`src/alert_output_defs.svh`:
```
// Register addresses, reset values and field sizes for the alert-driven output block.
// Assumes inclusion by bare name from the package and the top module.
`ifndef ALERT_OUTPUT_DEFS_SVH
`define ALERT_OUTPUT_DEFS_SVH

`define CHANNEL_COUNT      8
`define ADDR_WIDTH         8
`define DATA_WIDTH         8
`define FIRST_MASKED_OUT   3
`define OUT3_MASK_ADDR     8'hc9
`define OUT4_MASK_ADDR     8'hcb
`define OUT5_MASK_ADDR     8'hcd
`define OUT6_MASK_ADDR     8'hcf
`define OUT7_MASK_ADDR     8'hd1
`define UPDATE_ENABLE_ADDR 8'he9
`define DRIVE_LEVEL_ADDR   8'heb
`define MASK_RESET         8'h00
`define ENABLE_RESET       8'h00
`define LEVEL_RESET        8'h00
`define OUTPUT_RESET       8'h00
`define UNMAPPED_READ      8'h00

`endif

```
`src/alert_output_pkg.sv`:
```
// Types and address decode shared by the alert-driven output block.
// Assumes the constants header is on the include path.
`include "alert_output_defs.svh"

package alert_output_pkg;

    typedef enum logic [1:0] {
        MODE_ANALOG_IN,
        MODE_DIGITAL_IN,
        MODE_OPEN_DRAIN,
        MODE_PUSH_PULL
    } pin_mode_e;

    typedef logic [`DATA_WIDTH-1:0] reg_byte_t;

    typedef struct packed {
        logic       hit;
        logic [2:0] slot;
    } mask_sel_s;

    // Maps an address to the output whose source mask lives there
    function automatic mask_sel_s mask_decode(input logic [`ADDR_WIDTH-1:0] addr);
        mask_sel_s sel;
        sel = '{hit: 1'b1, slot: 3'd0};
        case (addr)
            `OUT3_MASK_ADDR: sel.slot = 3'd3;
            `OUT4_MASK_ADDR: sel.slot = 3'd4;
            `OUT5_MASK_ADDR: sel.slot = 3'd5;
            `OUT6_MASK_ADDR: sel.slot = 3'd6;
            `OUT7_MASK_ADDR: sel.slot = 3'd7;
            default:         sel.hit  = 1'b0;
        endcase
        return sel;
    endfunction : mask_decode

endpackage : alert_output_pkg

```
`src/alert_output_unit.sv`:
```
// One digital output updated by selected channel alert flags.
// Assumes alert flags and control come from the core clock domain.
`timescale 1ns/100ps
`default_nettype none
`include "alert_output_defs.svh"

module alert_output_unit #(
    parameter int CHANNELS = `CHANNEL_COUNT
) (
    // Clock and reset
    input  wire logic                core_clk,
    input  wire logic                resetn,
    // Configuration
    input  wire logic [CHANNELS-1:0] alert_flags,
    input  wire logic [CHANNELS-1:0] source_mask,
    input  wire logic                update_enable,
    input  wire logic                drive_level,
    // Direct write from elsewhere in the core
    input  wire logic                direct_we,
    input  wire logic                direct_value,
    // Result
    output logic                     out_level,
    output logic                     fire
);

    logic selected;
    logic selected_q;

    assign selected = |(alert_flags & source_mask);
    assign fire     = update_enable & selected & ~selected_q;

    always_ff @(posedge core_clk) begin
        if (!resetn) begin
            selected_q <= 1'b0;
        end else begin
            selected_q <= selected;
        end
    end

    // Trigger wins over a direct write in the same cycle
    always_ff @(posedge core_clk) begin
        if (!resetn) begin
            out_level <= 1'b0;
        end else if (fire) begin
            out_level <= drive_level;
        end else if (direct_we) begin
            out_level <= direct_value;
        end
    end

endmodule : alert_output_unit

`default_nettype wire

```
`src/alert_triggered_output_update.sv`:
```
// Alert-triggered update of eight digital outputs, with its registers and pin drive.
// Assumes a serial register decoder in the core supplies byte-wide register accesses.
`timescale 1ns/100ps
`default_nettype none
`include "alert_output_defs.svh"

module alert_triggered_output_update
    import alert_output_pkg::*;
#(
    parameter int CHANNELS = `CHANNEL_COUNT
) (
    // Clock and reset
    input  wire logic                     core_clk,
    input  wire logic                     resetn,
    // Register access from the serial decoder
    input  wire logic [`ADDR_WIDTH-1:0]   reg_addr,
    input  wire logic                     reg_wr_en,
    input  wire logic [`DATA_WIDTH-1:0]   reg_wr_data,
    input  wire logic                     reg_rd_en,
    output logic      [`DATA_WIDTH-1:0]   reg_rd_data,
    output logic                          reg_rd_valid,
    // Alert flags and masks held elsewhere
    input  wire logic [CHANNELS-1:0]      alert_flags,
    input  wire logic [3*CHANNELS-1:0]    low_source_masks,
    // Pin configuration, two bits per channel
    input  wire logic [2*CHANNELS-1:0]    channel_pin_mode,
    // Direct output writes
    input  wire logic [CHANNELS-1:0]      direct_out_we,
    input  wire logic [CHANNELS-1:0]      direct_out_value,
    // Channel pins
    input  wire logic [CHANNELS-1:0]      channel_pin_in,
    output logic      [CHANNELS-1:0]      channel_pin_out,
    output logic      [CHANNELS-1:0]      channel_pin_oe,
    // Output state
    output logic      [CHANNELS-1:0]      digital_outputs,
    output logic      [CHANNELS-1:0]      digital_inputs,
    output logic      [CHANNELS-1:0]      alert_update_fired
);

    reg_byte_t                 mask_q [`FIRST_MASKED_OUT:CHANNELS-1];
    reg_byte_t                 mask_src [CHANNELS];
    logic      [CHANNELS-1:0]  enable_q;
    logic      [CHANNELS-1:0]  level_q;
    logic      [CHANNELS-1:0]  out_bits;
    logic      [CHANNELS-1:0]  fire_bits;
    reg_byte_t                 rd_data_d;
    mask_sel_s                 wr_sel;
    mask_sel_s                 rd_sel;

    assign wr_sel = mask_decode(reg_addr);
    assign rd_sel = wr_sel;

    // Masks of outputs below the first masked one come from outside
    genvar k;
    generate
        for (k = 0; k < CHANNELS; k++) begin : g_mask
            if (k < `FIRST_MASKED_OUT) begin : g_ext
                assign mask_src[k] = low_source_masks[k*CHANNELS +: CHANNELS];
            end else begin : g_reg
                always_ff @(posedge core_clk) begin
                    if (!resetn) begin
                        mask_q[k] <= `MASK_RESET;
                    end else if (reg_wr_en && wr_sel.hit && wr_sel.slot == 3'(k)) begin
                        mask_q[k] <= reg_wr_data;
                    end
                end
                assign mask_src[k] = mask_q[k];
            end
        end
    endgenerate

    always_ff @(posedge core_clk) begin
        if (!resetn) begin
            enable_q <= `ENABLE_RESET;
        end else if (reg_wr_en && reg_addr == `UPDATE_ENABLE_ADDR) begin
            enable_q <= reg_wr_data[CHANNELS-1:0];
        end
    end

    always_ff @(posedge core_clk) begin
        if (!resetn) begin
            level_q <= `LEVEL_RESET;
        end else if (reg_wr_en && reg_addr == `DRIVE_LEVEL_ADDR) begin
            level_q <= reg_wr_data[CHANNELS-1:0];
        end
    end

    // Read mux; unmapped addresses read zero
    always_comb begin
        rd_data_d = `UNMAPPED_READ;
        if (rd_sel.hit) begin
            rd_data_d = mask_src[rd_sel.slot];
        end else if (reg_addr == `UPDATE_ENABLE_ADDR) begin
            rd_data_d = enable_q;
        end else if (reg_addr == `DRIVE_LEVEL_ADDR) begin
            rd_data_d = level_q;
        end
    end

    always_ff @(posedge core_clk) begin
        if (!resetn) begin
            reg_rd_data  <= `UNMAPPED_READ;
            reg_rd_valid <= 1'b0;
        end else begin
            reg_rd_valid <= reg_rd_en;
            if (reg_rd_en) begin
                reg_rd_data <= rd_data_d;
            end
        end
    end

    // Level only reaches an output through its enable bit
    generate
        for (k = 0; k < CHANNELS; k++) begin : g_out
            alert_output_unit #(
                .CHANNELS      (CHANNELS)
            ) u_unit (
                .core_clk      (core_clk),
                .resetn        (resetn),
                .alert_flags   (alert_flags),
                .source_mask   (mask_src[k]),
                .update_enable (enable_q[k]),
                .drive_level   (level_q[k]),
                .direct_we     (direct_out_we[k]),
                .direct_value  (direct_out_value[k]),
                .out_level     (out_bits[k]),
                .fire          (fire_bits[k])
            );
        end
    endgenerate

    assign digital_outputs    = out_bits;
    assign alert_update_fired = fire_bits;

    // Pin drive per channel mode
    always_ff @(posedge core_clk) begin
        if (!resetn) begin
            channel_pin_out <= `OUTPUT_RESET;
            channel_pin_oe  <= `OUTPUT_RESET;
            digital_inputs  <= `OUTPUT_RESET;
        end else begin
            for (int c = 0; c < CHANNELS; c++) begin
                case (pin_mode_e'(channel_pin_mode[2*c +: 2]))
                    MODE_PUSH_PULL: begin
                        channel_pin_out[c] <= out_bits[c];
                        channel_pin_oe[c]  <= 1'b1;
                        digital_inputs[c]  <= 1'b0;
                    end
                    MODE_OPEN_DRAIN: begin
                        channel_pin_out[c] <= 1'b0;
                        channel_pin_oe[c]  <= ~out_bits[c];
                        digital_inputs[c]  <= 1'b0;
                    end
                    MODE_DIGITAL_IN: begin
                        channel_pin_out[c] <= 1'b0;
                        channel_pin_oe[c]  <= 1'b0;
                        digital_inputs[c]  <= channel_pin_in[c];
                    end
                    default: begin
                        channel_pin_out[c] <= 1'b0;
                        channel_pin_oe[c]  <= 1'b0;
                        digital_inputs[c]  <= 1'b0;
                    end
                endcase
            end
        end
    end

    chk_mask_write_lands: assert property (
        @(posedge core_clk) disable iff (!resetn)
        reg_wr_en && reg_addr == `OUT5_MASK_ADDR |=> mask_q[5] == $past(reg_wr_data))
        else $error("Output 5 mask did not take the written byte");

    chk_unselected_no_fire: assert property (
        @(posedge core_clk) disable iff (!resetn)
        (alert_flags & mask_q[4]) == 8'h00 |-> !fire_bits[4])
        else $error("Output 4 fired with no selected alert");

    chk_disabled_output_hold: assert property (
        @(posedge core_clk) disable iff (!resetn)
        !enable_q[6] && !direct_out_we[6] |=> $stable(out_bits[6]))
        else $error("Disabled output 6 changed");

    chk_level_write_lands: assert property (
        @(posedge core_clk) disable iff (!resetn)
        reg_wr_en && reg_addr == `DRIVE_LEVEL_ADDR |=> level_q == $past(reg_wr_data))
        else $error("Drive level register did not take the written byte");

    chk_reset_clears_config: assert property (
        @(posedge core_clk)
        !resetn |=> enable_q == 8'h00 && level_q == 8'h00 && mask_q[3] == 8'h00
                    && mask_q[7] == 8'h00 && digital_outputs == 8'h00)
        else $error("Configuration not zero after reset");

    chk_pushpull_pin_drive: assert property (
        @(posedge core_clk) disable iff (!resetn)
        channel_pin_mode[1:0] == 2'b11 |=> channel_pin_oe[0]
                                           && channel_pin_out[0] == $past(out_bits[0]))
        else $error("Push-pull pin 0 not driving its output");

    chk_enable_readback: assert property (
        @(posedge core_clk) disable iff (!resetn)
        reg_rd_en && reg_addr == `UPDATE_ENABLE_ADDR |=> reg_rd_valid
                                                          && reg_rd_data == $past(enable_q))
        else $error("Enable register read back wrong");

    generate
        for (k = 0; k < CHANNELS; k++) begin : g_chk
            chk_selected_rise_fires: assert property (
                @(posedge core_clk) disable iff (!resetn)
                enable_q[k] && $rose(|(alert_flags & mask_src[k])) |-> fire_bits[k])
                else $error("Selected alert rise did not fire its output");

            chk_fire_sets_level: assert property (
                @(posedge core_clk) disable iff (!resetn)
                fire_bits[k] |=> out_bits[k] == $past(level_q[k]) ##1
                                 ($past(fire_bits[k]) || $past(direct_out_we[k])
                                  || $stable(out_bits[k])))
                else $error("Output did not take its drive level on trigger");
        end
    endgenerate

    cov_fire_high: cover property (
        @(posedge core_clk) disable iff (!resetn)
        fire_bits[3] && level_q[3] ##1 out_bits[3]);

    cov_two_outputs_fire: cover property (
        @(posedge core_clk) disable iff (!resetn)
        fire_bits[4] && fire_bits[7]);

    cov_open_drain_low: cover property (
        @(posedge core_clk) disable iff (!resetn)
        channel_pin_mode[7:6] == 2'b10 && !out_bits[3] ##1 channel_pin_oe[3]);

endmodule : alert_triggered_output_update

`default_nettype wire

```
`config.mk`:
```
export PLATFORM = sky130hd
export DESIGN_NAME = alert_triggered_output_update
export DESIGN_NICKNAME = d
export VERILOG_FILES = /design/src/alert_output_pkg.sv /design/src/alert_output_unit.sv /design/src/alert_triggered_output_update.sv
export VERILOG_INCLUDE_DIRS = /design/src
export SDC_FILE = /design/constraint.sdc
export NUM_CORES = 1
export LEC_CHECK = 0
export BUFFER_PORTS_ARGS = -buffer_cell sky130_fd_sc_hd__buf_4
export CAP_MARGIN = 40
export CORE_UTILIZATION = 40
export CTS_BUF_LIST = sky130_fd_sc_hd__clkbuf_4 sky130_fd_sc_hd__clkbuf_8 sky130_fd_sc_hd__clkbuf_16
export CTS_CLUSTER_DIAMETER = 40
export DETAILED_ROUTE_END_ITERATION = 12
export PLACE_DENSITY = 0.64
export SLEW_MARGIN = 15
export SYNTH_ARGS = -nofsm -noshare
export SYNTH_HDL_FRONTEND = slang
export SYNTH_SLANG_ARGS = --single-unit
```
`constraint.sdc`:
```
create_clock -name core_clk -period 6.3 [get_ports core_clk]
set_clock_uncertainty 0.15 [all_clocks]
set_input_delay 1.575 -clock core_clk [delete_from_list [all_inputs] [get_ports core_clk]]
set_output_delay 1.575 -clock core_clk [all_outputs]
set_load 0.01 [all_outputs]
```
==> key figures <==
Power and ir drop
  • Worst vdd ir: between 0.1 and 0.15 mV
  • Pint: 1.12 mW
  • Sw Ratio: 0.247
  • Clock Power Share: 0.377
  • Flop pwr share: 0.505
  • PwrDens: 230 nW/um^2
  • Comb power frac: 0.118
  • Static Leak: 2.71 nW
  • P_sw: 0.367 mW

Timing
  • Slew @ Worst Pin: around 0.63 ns
  • Fin. Hold Viols: 0
  • Hold slack: between 0.3 and 0.4 ns
  • Final Cycle Share: 0.686
  • FMAX: 0.231 GHz
  • Final worst setup slack: between 1.5 and 2 ns
  • Final setup vio count: 0
  • Setup TNS Final: 0 ns
  • Max-slew headroom: 0.581
  • Min cycle time layout: 4.32 ns
  • Max-slew violation count: 0
  • RSZ-0062 raised after global routing: false

Worst setup path
  • Crit path arrival time: 2.60 ns
  • Critical path startpoint category: input pin
  • Most used cell, CP: buf_4
  • CP max stage delay: roughly 0.32 ns
  • Crit Path Category: in -> out
  • Worst Setup End Kind: output pin
  • Crit-path cells: buf_4 > a22oi_1 > nand2_1 > o21ai_0 > inv_1 > buf_4
  • Max FO, Critical Path: 8
  • Crit-path slowest cell: o21ai_0
  • CP Data Required Time: 4.58 ns

GRT
  • Grt ovf: 0
  • Gr usage total: 0.242
  • Vias in the first global route: 4136
  • Initial antenna violation count: 0
  • First-pass GRT wire length: 23.4 mm
  • Pin count of the biggest net entering global routing: 72

Logic synthesis
  • Synth Instances: 504
  • Yosys Warn Count: 0
  • Ys async rst share: 0
  • Number of synthesized register bits: 105
  • EDFF count, synth: 40
  • Synth Area per Inst: 10.2 sq um
  • Synth Flop Type: dfxtp_1
  • Post-Syn Nets: 596
  • Synth Cell Area: approximately 5100 sq um
  • Distinct cells, synth: 51
  • Seq/Total Area, Yosys: 0.488

Floorplan
  • # IOs: 141
  • Starting Density: 0.418
  • Die area: 13300 sq um
  • Die width: 115 um
  • Total core area: 12300 sq um
  • DIE HEIGHT: 115 um
  • Row cnt: 40

Job
  • MaxCap Viol Count: 0

Clocking
  • Post-CTS Setup Inserts: 0
  • CTS tree: built
  • Root buffer cell: clkbuf_16
  • Reg clk slew, reported paths: 0.06 ns
  • # resized after CTS: 0
  • Clk_lat worst skew: 0.35 ns
  • Max H-tree Level: 3
  • Clock Sinks: 105
  • Max Root-Sink Buffers: 2
  • Inserted Clock Buffers: 9
  • Count of hold-fix buffers inserted at cts: 0

Layout
  • Antenna diodes: 0
  • FILL cells: approximately 1100
  • Core Util, Final: 0.526
  • Share of cells above drive strength 1: 0.293
  • Fin area: 6450 sq um
  • Nets: between 700 and 800
  • Area grow syn2layout: 25.8%

Route
  • Pre-antenna DRT Iters: 6
  • Final ANT Viol Nets: 0
  • 1st-iter DRT viols: around 430
  • WL per Instance: 20.0 um
  • Routed vias/inst: roughly 5.5
  • # DRC: 0
  • Detailed Route WL: between 15 and 20 mm
  • Via count: 4298

Worst hold path
  • Hold crit path type: reg -> reg

Placement
  • Pre-CTS WS: approximately 2 ns
  • Detailed placement HPWL: 11.8 mm
  • Placed Area: slightly above 6000 sq um
  • IO Port Bufs: 140
  • GPL Wtd Cong: around 0.94

Status
  • Status: completed
-- per-layer routing --
| layer | wire length, um | global-route usage | vias up |
|---|---|---|---|
| li1 | - | - | 2028 |
| met5 | 0 | 0 | - |
| met3 | 1170 | 0.0427 | 39 |
| met4 | 511 | 0.113 | 0 |
| met1 | 6710 | 0.313 | 2007 |
| met2 | 7280 | 0.395 | 224 |
-- power by group through the flow --
| stage | logic, mW | clock network, mW | registers, mW |
|---|---|---|---|
| floorplan | 0.0842 | 0 | 0.760 |
| global placement | 0.169 | 0 | 0.766 |
| detailed placement | 0.173 | 0 | 0.765 |
| CTS | 0.174 | 0.572 | 0.749 |
| global route | 0.189 | 0.599 | 0.752 |
| finish | 0.175 | 0.559 | 0.750 |
-- cells in the final DEF, fill, tap and decap left out, drive strengths merged, types with 8 or more instances in the layout --
cell and count:
mux2i 25, mux2 11, nand4 8, edfxtp 40, and2 49, inv 19
o21ai 22, dfxtp 65, buf 143, a22oi 36, clkbuf 11, a21oi 15
nand3 11, nand2 53, nor2b 22, nor3 8, a21boi 8
-- cell type report --
class	count	area, sq um	area share
sequential	105	2500	0.388
multi-input combinational	337	2310	0.358
timing repair buffer	143	1070	0.165
clock buffer	11	258	0.0399
tap	168	210	0.0326
inverter	16	60.1	0.00931
clock inverter	5	43.8	0.00679
-- worst max-delay path, delay by kind of cell --
| kind | cells | cell delay, ns |
|---|---|---|
| AOI/OAI and AO/OA | 2 | 0.53 |
| buffers and inverters | 3 | 0.39 |
| and+or+nand+nor | 1 | 0.09 |
-- per-stage QoR --
| step | std cells | power (mW) |
|---|---|---|
| floorplan | 504 | 0.844 |
| global placement | 766 | 0.935 |
| detailed placement | 769 | 0.938 |
| CTS | 785 | 1.49 |
| global route | 785 | 1.54 |
| finish | 785 | 1.48 |
-- path summary, 6_finish.rpt --
check / startpoint / to / slack, ns / cells past startpoint
min: g_out[4].u_unit.out_level / channel_pin_out[4] / 0.32 / 2
min reg2reg: g_out[4].u_unit.out_level / channel_pin_out[4] / 0.32 / 2
max: alert_flags[1] / alert_update_fired[3] / 1.98 / 6
max reg2reg: mask_q[0][34] / g_out[4].u_unit.out_level / 4.69 / 5
-- synth_stat cells, drive strengths merged (3+ instances only) --
cell type / instances / area, sq um
a21boi: 8 / 60.1
a21o: 3 / 22.5
a21oi: 15 / 75.1
a22oi: 36 / 270
a32o: 3 / 30.0
and2: 49 / 307
and3b: 7 / 61.3
and4: 6 / 52.6
and4b: 7 / 70.1
buf: 27 / 181
clkbuf: 19 / 71.3
dfxtp: 65 / 1300
edfxtp: 40 / 1200
inv: 16 / 60.1
mux2: 11 / 124
mux2i: 25 / 250
nand2: 53 / 201
nand2b: 3 / 26.3
nand3: 11 / 65.1
nand4: 8 / 50.1
nor2: 7 / 26.3
nor2b: 22 / 138
nor3: 8 / 61.3
o2111a: 3 / 33.8
o21ai: 22 / 110
o2bb2ai: 5 / 43.8
-- cells by family (layout without fill, tap and decap cells) --
kind of cell,Yosys count,in the layout,synth area share
xor+xnor,1,1,0.00171
flops,105,105,0.488
compound gates,108,108,0.147
buf+inv,62,175,0.0610
mux,36,36,0.0730
simple gates,192,192,0.230
-- flip-flops by register name, summed over array words and instances, names as in the netlist --
signal,flops
enable_q,8
level_q,8
digital_inputs,8
mask_q,40
reg_rd_valid,1
channel_pin_oe,8
reg_rd_data,8
g_out.u_unit.out_level,8
g_out.u_unit.selected_q,8
channel_pin_out,8
(Power assumes the default switching activity.)
